**src/hw/sfc_defs.svh**
```systemverilog
// Named constants for the serial flash erase and program command block.
// Assumes a 20 MHz system clock and a host that drives SPI mode 0 or 3.
`ifndef SFC_DEFS_SVH
`define SFC_DEFS_SVH

`define SFC_CLK_MHZ 20
`define SFC_OPC_CHIP_ERASE_A 8'h60
`define SFC_OPC_CHIP_ERASE_B 8'hC7
`define SFC_OPC_PAGE_PROG 8'h02
`define SFC_OPC_WRITE_EN 8'h06
`define SFC_OPC_WRITE_DIS 8'h04
`define SFC_OPC_SUSPEND 8'h75
`define SFC_ADDR_BYTES 2'h3
`define SFC_BIT_LAST 3'h7
`define SFC_CHIP_ERASE_US 100000
`define SFC_PAGE_PROG_US 1000
`define SFC_BYTE_PROG_US 100
`define SFC_PAGE_BYTES 256

`endif

```
**src/hw/sfc_pkg.sv**
```systemverilog
// Types shared by the serial flash command block.
// Assumes nothing beyond a SystemVerilog elaborator.
package sfc_pkg;
   typedef enum logic [3:0] {
      SFC_PH_OPC = 4'h1,
      SFC_PH_ADDR = 4'h2,
      SFC_PH_DATA = 4'h4,
      SFC_PH_SKIP = 4'h8
   } sfc_phase_t;
   typedef enum logic [2:0] {
      SFC_OP_IDLE = 3'h1,
      SFC_OP_ERASE = 3'h2,
      SFC_OP_PROG = 3'h4
   } sfc_op_t;
   typedef enum logic [4:0] {
      SFC_CMD_NONE = 5'h01,
      SFC_CMD_ERASE = 5'h02,
      SFC_CMD_PROG = 5'h04,
      SFC_CMD_WREN = 5'h08,
      SFC_CMD_WRDI = 5'h10
   } sfc_cmd_t;
endpackage : sfc_pkg

```
**src/hw/sfc_page_buf.sv**
```systemverilog
// Page buffer memory: one write port, one read port with registered data.
// Assumes clk_en freezes it with the rest of the block.
module sfc_page_buf #(
   parameter int WIDTH = 8,
   parameter int DEPTH = 256
) (
   input wire logic clk_sys,
   input wire logic clk_en,
   input wire logic wr_en,
   input wire logic [$clog2(DEPTH)-1:0] wr_addr,
   input wire logic [WIDTH-1:0] wr_data,
   input wire logic [$clog2(DEPTH)-1:0] rd_addr,
   output logic [WIDTH-1:0] rd_data
);
   logic [WIDTH-1:0] mem [DEPTH];

   // No reset: contents only matter where the written mask says so
   always_ff @(posedge clk_sys) begin
      if (clk_en) begin
         if (wr_en) begin
            mem[wr_addr] <= wr_data;
         end
         rd_data <= mem[rd_addr];
      end
   end
endmodule : sfc_page_buf

```
**src/hw/sfc_flash_ctl.sv**
```systemverilog
// Chip erase and byte/page program command handling of a serial flash.
// Assumes SPI pins arrive asynchronously and the array sits outside on clk_sys.
`include "sfc_defs.svh"

module sfc_flash_ctl #(
   parameter int unsigned CHIP_ERASE_US = `SFC_CHIP_ERASE_US,
   parameter int unsigned PAGE_PROG_US = `SFC_PAGE_PROG_US,
   parameter int unsigned BYTE_PROG_US = `SFC_BYTE_PROG_US,
   parameter int PAGE_BYTES = `SFC_PAGE_BYTES
) (
   input wire logic clk_sys,
   input wire logic resetn,
   input wire logic clk_en,
   input wire logic cs_n_pin,
   input wire logic sck_pin,
   input wire logic si_pin,
   input wire logic [2:0] block_protect_field,
   input wire logic lock_scheme_select,
   input wire logic block_lock_any,
   input wire logic target_protected,
   input wire logic erase_fail,
   input wire logic clear_error_flags,
   output logic write_enable_latch,
   output logic operation_in_progress_flag,
   output logic erase_error_flag,
   output logic program_error_flag,
   output logic [23:0] target_addr,
   output logic array_erase_start,
   output logic array_wr_en,
   output logic [23:0] array_wr_addr,
   output logic [7:0] array_wr_data,
   output logic suspend_req,
   output sfc_pkg::sfc_op_t op_state
);
   import sfc_pkg::*;

   localparam int PTR_W = $clog2(PAGE_BYTES);
   // One less: the exit cycle still reads busy, so busy never outlasts the time
   localparam logic [31:0] ERASE_CYC = 32'(CHIP_ERASE_US * `SFC_CLK_MHZ - 1);
   localparam logic [31:0] PAGE_CYC = 32'(PAGE_PROG_US * `SFC_CLK_MHZ - 1);
   localparam logic [31:0] BYTE_CYC = 32'(BYTE_PROG_US * `SFC_CLK_MHZ - 1);
   localparam logic [PTR_W:0] WALK_END = (PTR_W+1)'(PAGE_BYTES);
   localparam logic [PTR_W-1:0] PTR_LAST = PTR_W'(PAGE_BYTES - 1);

   ////////////////////////////////////////////////////////////////////////////////////////////
   // Pin synchronisers and edge finding
   logic [2:0] cs_sync;
   logic [2:0] sck_sync;
   logic [1:0] si_sync;

   always_ff @(posedge clk_sys or negedge resetn) begin
      if (!resetn) begin
         cs_sync <= 3'h7;
         sck_sync <= 3'h0;
         si_sync <= 2'h0;
      end else if (clk_en) begin
         cs_sync <= {cs_sync[1:0], cs_n_pin};
         sck_sync <= {sck_sync[1:0], sck_pin};
         si_sync <= {si_sync[0], si_pin};
      end
   end

   // Stage 0 feeds only stage 1; edges come from stages 1 and 2
   wire cs_fall = !cs_sync[1] && cs_sync[2];
   wire cs_rise = cs_sync[1] && !cs_sync[2];
   wire sck_rise = sck_sync[1] && !sck_sync[2] && !cs_sync[1];
   wire si_bit = si_sync[1];

   ////////////////////////////////////////////////////////////////////////////////////////////
   // Serial shifting
   sfc_phase_t phase;
   sfc_cmd_t cmd;
   logic frame_active;
   logic [2:0] bit_cnt;
   logic [6:0] shift;
   logic [1:0] addr_cnt;
   logic [15:0] page_addr;
   logic [PTR_W-1:0] start_low;
   logic [PTR_W-1:0] ptr;
   logic [1:0] data_cnt;
   logic [PAGE_BYTES-1:0] byte_written;
   logic [31:0] op_timer;
   logic [PTR_W:0] walk_idx;
   logic walk_vld_d;
   logic [PTR_W-1:0] walk_idx_d;
   logic [7:0] buf_rd_data;

   wire byte_done = sck_rise && bit_cnt == `SFC_BIT_LAST;
   wire [7:0] rx_byte = {shift, si_bit};
   wire busy = op_state != SFC_OP_IDLE;
   wire opc_done = byte_done && phase == SFC_PH_OPC;
   wire addr_done = byte_done && phase == SFC_PH_ADDR;
   wire data_done = byte_done && phase == SFC_PH_DATA;
   wire frame_end = cs_rise && frame_active;
   wire whole_bytes = bit_cnt == 3'h0;

   // Either chip erase opcode decodes alike
   wire is_erase_opc = rx_byte == `SFC_OPC_CHIP_ERASE_A || rx_byte == `SFC_OPC_CHIP_ERASE_B;
   wire is_prog_opc = rx_byte == `SFC_OPC_PAGE_PROG;
   wire is_suspend_opc = rx_byte == `SFC_OPC_SUSPEND;
   // Array commands need the latch and an idle array
   wire array_ok = write_enable_latch && !busy;
   wire sfc_cmd_t next_cmd = (is_erase_opc && array_ok) ? SFC_CMD_ERASE :
                             (is_prog_opc && array_ok) ? SFC_CMD_PROG :
                             (rx_byte == `SFC_OPC_WRITE_EN && !busy) ? SFC_CMD_WREN :
                             (rx_byte == `SFC_OPC_WRITE_DIS && !busy) ? SFC_CMD_WRDI :
                             SFC_CMD_NONE;
   wire sfc_phase_t next_phase_opc = (next_cmd == SFC_CMD_PROG) ? SFC_PH_ADDR : SFC_PH_SKIP;

   always_ff @(posedge clk_sys or negedge resetn) begin
      if (!resetn) begin
         phase <= SFC_PH_OPC;
         cmd <= SFC_CMD_NONE;
         frame_active <= 1'b0;
         bit_cnt <= 3'h0;
         shift <= 7'h00;
      end else if (clk_en) begin
         if (cs_fall) begin
            phase <= SFC_PH_OPC;
            cmd <= SFC_CMD_NONE;
            frame_active <= 1'b1;
            bit_cnt <= 3'h0;
         end else if (cs_rise) begin
            frame_active <= 1'b0;
         end else if (sck_rise && frame_active) begin
            // Bits arrive MSB first
            shift <= rx_byte[6:0];
            bit_cnt <= bit_cnt + 3'h1;
            if (opc_done) begin
               cmd <= next_cmd;
               phase <= next_phase_opc;
            end else if (addr_done && addr_cnt == `SFC_ADDR_BYTES - 2'h1) begin
               phase <= SFC_PH_DATA;
            end
         end
      end
   end

   // Address then data; pointer wraps inside the page
   always_ff @(posedge clk_sys or negedge resetn) begin
      if (!resetn) begin
         addr_cnt <= 2'h0;
         page_addr <= 16'h0000;
         start_low <= '0;
         ptr <= '0;
         data_cnt <= 2'h0;
      end else if (clk_en) begin
         if (cs_fall) begin
            addr_cnt <= 2'h0;
            data_cnt <= 2'h0;
         end else if (frame_active && addr_done) begin
            // Address byte 0 carries bit 23
            addr_cnt <= addr_cnt + 2'h1;
            if (addr_cnt == `SFC_ADDR_BYTES - 2'h1) begin
               start_low <= rx_byte[PTR_W-1:0];
               ptr <= rx_byte[PTR_W-1:0];
            end else begin
               page_addr <= {page_addr[7:0], rx_byte};
            end
         end else if (frame_active && data_done) begin
            ptr <= ptr + 1'b1;
            if (data_cnt != 2'h2) begin
               data_cnt <= data_cnt + 2'h1;
            end
         end
      end
   end

   assign target_addr = {page_addr, start_low};

   // Later bytes overwrite earlier ones at the same slot
   always_ff @(posedge clk_sys or negedge resetn) begin
      if (!resetn) begin
         byte_written <= '0;
      end else if (clk_en) begin
         if (opc_done && frame_active && next_cmd == SFC_CMD_PROG) begin
            byte_written <= '0;
         end else if (data_done && frame_active) begin
            byte_written[ptr] <= 1'b1;
         end
      end
   end

   sfc_page_buf #(
      .WIDTH(8),
      .DEPTH(PAGE_BYTES)
   ) u_page_buf (
      .clk_sys(clk_sys),
      .clk_en(clk_en),
      .wr_en(data_done && frame_active),
      .wr_addr(ptr),
      .wr_data(rx_byte),
      .rd_addr(walk_idx[PTR_W-1:0]),
      .rd_data(buf_rd_data)
   );

   ////////////////////////////////////////////////////////////////////////////////////////////
   // End of frame decisions
   wire protect_any = block_protect_field != 3'h0 || (lock_scheme_select && block_lock_any);
   wire end_erase = frame_end && cmd == SFC_CMD_ERASE;
   wire end_prog = frame_end && cmd == SFC_CMD_PROG;
   wire prog_complete = whole_bytes && phase == SFC_PH_DATA && data_cnt != 2'h0;
   wire start_erase = end_erase && whole_bytes && !protect_any;
   wire start_prog = end_prog && prog_complete && !target_protected;
   wire wel_set = frame_end && cmd == SFC_CMD_WREN && whole_bytes;
   // Any end of an array command drops the latch: started, refused or aborted
   wire wel_clr = end_erase || end_prog || (frame_end && cmd == SFC_CMD_WRDI && whole_bytes);
   wire walk_run = op_state == SFC_OP_PROG && walk_idx != WALK_END;
   wire op_done = busy && op_timer == 32'h0 && !walk_run && !walk_vld_d;

   always_ff @(posedge clk_sys or negedge resetn) begin
      if (!resetn) begin
         write_enable_latch <= 1'b0;
      end else if (clk_en) begin
         if (wel_clr) begin
            write_enable_latch <= 1'b0;
         end else if (wel_set) begin
            write_enable_latch <= 1'b1;
         end
      end
   end

   ////////////////////////////////////////////////////////////////////////////////////////////
   // Self-timed operation
   always_ff @(posedge clk_sys or negedge resetn) begin
      if (!resetn) begin
         op_state <= SFC_OP_IDLE;
         op_timer <= 32'h0;
      end else if (clk_en) begin
         case (op_state)
            SFC_OP_IDLE: begin
               if (start_erase) begin
                  op_state <= SFC_OP_ERASE;
                  op_timer <= ERASE_CYC;
               end else if (start_prog) begin
                  op_state <= SFC_OP_PROG;
                  op_timer <= (data_cnt == 2'h1) ? BYTE_CYC : PAGE_CYC;
               end
            end
            SFC_OP_ERASE, SFC_OP_PROG: begin
               if (op_done) begin
                  op_state <= SFC_OP_IDLE;
               end else if (op_timer != 32'h0) begin
                  op_timer <= op_timer - 32'h1;
               end
            end
            default: begin
               op_state <= SFC_OP_IDLE;
            end
         endcase
      end
   end

   assign operation_in_progress_flag = busy;

   // Walk the page once, writing only slots that were received
   always_ff @(posedge clk_sys or negedge resetn) begin
      if (!resetn) begin
         walk_idx <= '0;
         walk_vld_d <= 1'b0;
         walk_idx_d <= '0;
         array_wr_en <= 1'b0;
         array_wr_addr <= 24'h000000;
         array_wr_data <= 8'h00;
         array_erase_start <= 1'b0;
      end else if (clk_en) begin
         if (start_prog) begin
            walk_idx <= '0;
         end else if (walk_run) begin
            walk_idx <= walk_idx + 1'b1;
         end
         walk_vld_d <= walk_run;
         walk_idx_d <= walk_idx[PTR_W-1:0];
         array_wr_en <= walk_vld_d && byte_written[walk_idx_d];
         array_wr_addr <= {page_addr, walk_idx_d};
         array_wr_data <= buf_rd_data;
         array_erase_start <= start_erase;
      end
   end

   // Suspend is honoured only for a byte or page program
   always_ff @(posedge clk_sys or negedge resetn) begin
      if (!resetn) begin
         suspend_req <= 1'b0;
      end else if (clk_en) begin
         suspend_req <= opc_done && frame_active && is_suspend_opc &&
                        op_state == SFC_OP_PROG;
      end
   end

   // Set wins over a clear in the same cycle
   wire erase_err_event = op_state == SFC_OP_ERASE && erase_fail;
   always_ff @(posedge clk_sys or negedge resetn) begin
      if (!resetn) begin
         erase_error_flag <= 1'b0;
         program_error_flag <= 1'b0;
      end else if (clk_en) begin
         if (erase_err_event) begin
            erase_error_flag <= 1'b1;
            program_error_flag <= 1'b1;
         end else if (clear_error_flags) begin
            erase_error_flag <= 1'b0;
            program_error_flag <= 1'b0;
         end
      end
   end
endmodule : sfc_flash_ctl

```
**config.mk**
```make
export PLATFORM = sky130hd
export DESIGN_NAME = sfc_flash_ctl
export DESIGN_NICKNAME = d
export VERILOG_FILES = /design/src/hw/sfc_pkg.sv /design/src/hw/sfc_page_buf.sv /design/src/hw/sfc_flash_ctl.sv
export VERILOG_INCLUDE_DIRS = /design/src /design/src/hw
export SDC_FILE = /design/constraint.sdc
export NUM_CORES = 2
export LEC_CHECK = 0
export BUFFER_PORTS_ARGS = -buffer_cell sky130_fd_sc_hd__buf_2
export CAP_MARGIN = 20
export CORE_MARGIN = 10
export CORE_UTILIZATION = 65
export CTS_BUF_LIST = sky130_fd_sc_hd__clkbuf_8
export DETAILED_ROUTE_END_ITERATION = 7
export PLACE_DENSITY_LB_ADDON = 0.2
export SETUP_SLACK_MARGIN = 0.2
export SYNTH_ARGS = -nofsm -noshare
export SYNTH_HDL_FRONTEND = slang
export SYNTH_HIERARCHICAL = 1
export SYNTH_SLANG_ARGS = --single-unit
```
**constraint.sdc**
```tcl
create_clock -name clk_sys -period 5.9 [get_ports clk_sys]
set_clock_uncertainty 0.1 [all_clocks]
set_input_delay 0.885 -clock clk_sys [delete_from_list [all_inputs] [get_ports clk_sys]]
set_output_delay 0.885 -clock clk_sys [all_outputs]
set_load 0.005 [all_outputs]
```
# Yosys cells after proc, flatten, opt, wreduce, memory -nomap -nowiden
# Memory sizes are Yosys's and may differ from the RTL's. A register that Yosys moved wholly into a read port is not among the register bits.
# Cells that the tools add are included.
# totals
out_inout_bits,66
reg_bits,410
elab_cells,212
mem_bits_rw,2048
input_bits,14
n_memories,1
# memory_table
memory,words,width,rd,rd_clocked_by_memory_dff,wr,line_no,text
u_page_buf.mem,256,8,1,1,1,sfc_page_buf.sv:15,logic [WIDTH-1:0] mem [DEPTH];
# op_classes
n_eq_ne,30
n_reduce_logical,89
n_bitwise,4
n_addsub,6
mux,53
magnitude_cmp,3
# ops
operator,count
two-way mux 256 bit,2
OR 256 bit,1
two-way mux 32 bit,4
one-hot mux 32 bit (2 select lines),1
logical AND 1 bit,42
two-way mux 5 bit,8
zero test 32 bit,1
nonzero test 32 bit,1
subtractor 32 x 1 -> 32 bit (second input constant),1
AND reduction 4 bit,7
nonzero test 2 bit,13
two-way mux 4 bit,6
two-way mux 8 bit,3
< comparator 8 x 9 -> 1 bit (second input constant),2
two-way mux 3 bit,6
two-way mux 9 bit,2
== test 8 x 3 -> 1 bit (second input constant),2
== test 8 x 7 -> 1 bit (second input constant),2
two-way mux 15 bit,1
inequality test 2 bit (second input constant),7
two-way mux 2 bit,6
AND reduction 2 bit,6
two-way mux 1 bit,11
== test 5 x 3 -> 1 bit (second input constant),2
other kinds (32),48

# Depth between registers and ports, before layout
# logic_depth
ltp_word,13
ltp_mapped,13

# Hierarchy
# The synthesis kept the hierarchy.
# by_module_without_submodules
mod,instances,area_each_um2,seq_area_each_um2,cells_each
sfc_page_buf,1,79945.4,61739.2,3762
sfc_flash_ctl,1,18905.6,10267.3,1761

# Worst setup path after synthesis
# Ideal clock, no wire load.
# synth_timing
path_type,reg2reg
from,reg shift[0]
to,reg byte_written[17]
n_path_buf,3
stages_incl_launch_ff,11
required_time_ns,5.730
t_arrival_ns,5.123
synth_period_minus_slack_ns,5.293
slack_ns,0.607
path_cell_list,dfrtp_1 > clkbuf_1 > nand3b_1 > or4_4 > o31ai_4 > buf_6 > nand2_4 > nor3_4 > buf_6 > a21oi_1 > nor2_2
# synth_between
elab_chain_len,10
word_cells_on_any_way,19
cone_classes,6 x eq/ne; 5 x mux; 8 x reduce/logical
# synth_rtl
item,line_no,text
start: declaration,sfc_flash_ctl.sv:75,logic [6:0] shift;
start signal: assignment,sfc_flash_ctl.sv:127,shift <= rx_byte[6:0];
== test 8 x 3 -> 1 bit (no source line),n/a,
logical AND 1 bit,sfc_flash_ctl.sv:106,(rx_byte == `SFC_OPC_WRITE_DIS && !busy) ? SFC_CMD_WRDI :
two-way mux 5 bit,sfc_flash_ctl.sv:106,
two-way mux 5 bit,sfc_flash_ctl.sv:105,(rx_byte == `SFC_OPC_WRITE_EN && !busy) ? SFC_CMD_WREN :
two-way mux 5 bit,sfc_flash_ctl.sv:104,(is_prog_opc && array_ok) ? SFC_CMD_PROG :
two-way mux 5 bit (*),sfc_flash_ctl.sv:103,wire sfc_cmd_t next_cmd = (is_erase_opc && array_ok) ? SFC_CMD_ERASE :
== test 5 x 3 -> 1 bit (*),sfc_flash_ctl.sv:176,if (opc_done && frame_active && next_cmd == SFC_CMD_PROG) begin
logical AND 1 bit (*),sfc_flash_ctl.sv:176,
nonzero test 2 bit (no source line),n/a,
AND reduction 2 bit (no source line),n/a,
end signal: assignment,sfc_flash_ctl.sv:174,byte_written <= '0;
end signal: assignment,sfc_flash_ctl.sv:177,byte_written <= '0;
end signal: indexed assignment,sfc_flash_ctl.sv:179,byte_written[ptr] <= 1'b1;
end: declaration,sfc_flash_ctl.sv:81,logic [PAGE_BYTES-1:0] byte_written;
# Mark *: on every way between the ends. The rest lies on a longest branch, timed or not.
# A chain may end at the register's enable or synchronous reset.

==> out/results.txt <==
status - finished, final reports clean
1st-iter DRT viols - 7525
required time of the worst setup path - 6510 ps
Via-to-Cell Ratio - 6.82
worst slew pin tran - 1190 ps
largest net degree at the start of global routing - 257
Cell Pwr Density - 396 mW/mm^2
power share of the sequential group - 48.1%
final worst path period share - 78.0%
total power - 0.0428 W
nets - 5781
DRC violations left - 0
area delta synth->final - 9.37%
Mapped Cells - 5523
placed wire-length estimate - 145000 um
drt first pass iters - 7
H-tree Lvls - 5
Simple-Gate Fraction of Synth Area - 4.66%
register area share after synthesis - 72.8%
row cnt - 143
Slew Viols, Final - 0
Core Area - 0.152 mm^2
post-synthesis register bit count - 2466
Yosys warning count - 6
Critical Path Sink Type - register
die area - 0.168 mm^2
fmax - 0.217 GHz
final wirelength - 242000 um
Setup-failing EPs final - 0
Final Hold Fails - 0
most frequent cells in the layout - edfxtp_1 (2056), nor2_1 (615), mux4_2 (451)
Comb power frac - 20.6%
ys flop type - edfxtp_1
crit path max fanout - 35
top post-synthesis cells by area - edfxtp_1 (62%), mux4_2 (10%), dfrtp_1 (10%)
Netlist cell types - 97
setup TNS - 0 ps
Vias - 55000
Setup crit start kind - register
Non-Filler Instances - 8070
largest family of logic cells by synthesized area - multiplexers
P_leak - 37.3 nW
Critical Path AT - 5210 ps
Post-Synth XOR/XNOR Area - 0.186%
mux contribution to synthesized area - 14.3%
Post-Syn Area - 0.0989 mm^2
commonest non-fill, non-tap cell in the layout - edfxtp_1
total global routing overflow - 0
vias in the first global route - 53900
leading area contributor after synthesis - edfxtp_1
IO Count - 80
Place WS - 1360 ps
critical path type - register to register
CTS Root Cell - clkbuf_8
Max clock buf depth - 4
TritonCTS buffer count - 388
Relative slew margins - 21.0%
Period minus WS final - 4600 ps
max-capacitance violation count - 0
CTS Sinks - 2466
RSZ-0062 raised after global routing - no
gp weighted congestion - 0.876
Net Sw Power - 0.0124 W
Net Sw Frac - 29.0%
WL per Instance - 30.0 um
TritonCTS clock tree - built
cell count after placement - 7376
Worst-Skew Late Latency - 1040 ps
syn_area_per_cell - 17.9 um^2
input/output buffers - 79
share of layout cells above drive strength 1 - 21.4%
worst hold path class - primary input to register
worst setup margin - 1300 ps
Synthesized Nets - 5555
gr usage total - 28.6%
initial antenna violation count - 8
Int Power - 0.0304 W
post-synthesis async set-or-reset flop share - 16.6%
clock network fraction of design power - 31.3%
first-pass GRT wire length - 360000 um
die width - 410 um
EDFF count, synth - 2056
Synth Area in Adders - 0.228%
Post-CTS Setup Bufs - 0
area fraction in compound gates after synthesis - 5.39%
share of the synthesized area in the top cell type - 62.5%
Hold Worst Slack - 85.3 ps
CTS clock-pin slew for the worst setup and hold paths - 60 ps
Die H - 410 um
worst IR drop on VDD - 312 uV
Routed Antenna Nets - 0
Initial Util - 65.2%
layout make-up:
cell class	count	area, um^2
Timing Repair Buffer	210	1720
Inverter	31	116
Clock inverter	253	1270
Multi-Input combinational cell	2652	24500
Fill cell	9272	43400
Antenna cell	3	7.51
Tap cell	2030	2540
Sequential cell	2466	72100
Clock buffer	425	5850
worst max-delay path: stages, from the launching register on:
cell and delay, ps:
dfrtp_4 1090, buf_4 540, buf_4 280, mux4_2 500
mux4_2 510, nand2_1 140, o31ai_1 80, nor3_1 760
nor4_1 200
timing repair:
item,CTS,global route
hold buffers,4,0
hold endpoints to repair,98,0
gates resized for setup,0,0
through the flow:
stage | area (um^2) | utilization (%)
final | 108000 | 71.3
after detailed placement | 101000 | 66.5
after global routing | 108000 | 71.3
after floorplan | 98900 | -
after global placement | 101000 | 66.5
after CTS | 108000 | 71.2
final timing paths:
path	startpoint	endpoint	slack, ps	depth (start not counted)
worst min-delay path	clear_error_flags	program_error_flag	90	4
worst min register to register	cmd[0]	cmd[0]	390	2
worst max register to register	walk_idx[0]	u_page_buf/rd_data[1]	1300	8
min in group asynchronous	resetn	byte_written[179]	360	2
worst max-delay path	walk_idx[0]	u_page_buf/rd_data[1]	1300	8
max in group asynchronous	resetn	shift[2]	3850	3
cell usage after synthesis (all sizes together), types with 19 or more instances:
cell type  instances
o22ai             52
mux2              78
nand2b            19
nor3              47
a21oi            363
nor2b             32
nor4              32
o21ai             52
mux2i            189
inv               30
a22oi            139
mux4             496
buf              194
o221ai            57
nand4             20
nor2             625
a22o              19
a31oi             29
nand2            106
dfrtp            404
edfxtp          2056
clkbuf           176
nand3             47
flip-flops by register name, summed over array words and instances (netlist names), 9 cells and up:
signal and flops:
page_addr 16, op_timer 32, walk_idx 9, byte_written 256
array_wr_addr 24, u_page_buf/mem 2048
kinds of logic (layout without fill, tap and decap cells):
| group | Yosys count | in the layout |
|---|---|---|
| multiplexers | 763 | 763 |
| other | 0 | 3 |
| AO/OA/AOI/OAI | 832 | 832 |
| adder cells (fa/ha/maj) | 18 | 18 |
| buffers and inverters | 405 | 919 |
| flip-flops | 2466 | 2466 |
| XOR/XNOR | 21 | 21 |
| AND/OR/NAND/NOR | 1018 | 1018 |
power groups by stage:
stage / Sequential, W / Clock, W / Combinational [W]
final: 0.0206 / 0.0134 / 0.00882
after global routing: 0.0206 / 0.0144 / 0.00926
after detailed placement: 0.0210 / 0 / 0.00868
after global placement: 0.0210 / 0 / 0.00856
after floorplan: 0.0211 / 0 / 0.00611
after CTS: 0.0206 / 0.0136 / 0.00871
layer usage:
metal	track usage (%)	up-vias	part of all wire [%]
met5	0	-	0.011
met4	10.5	4	3.7
met3	6.54	548	12
met2	43.5	3591	47
met1	41.2	28300	38
li1	-	22600	-
Note: power is estimated with default switching activity, not from simulation.
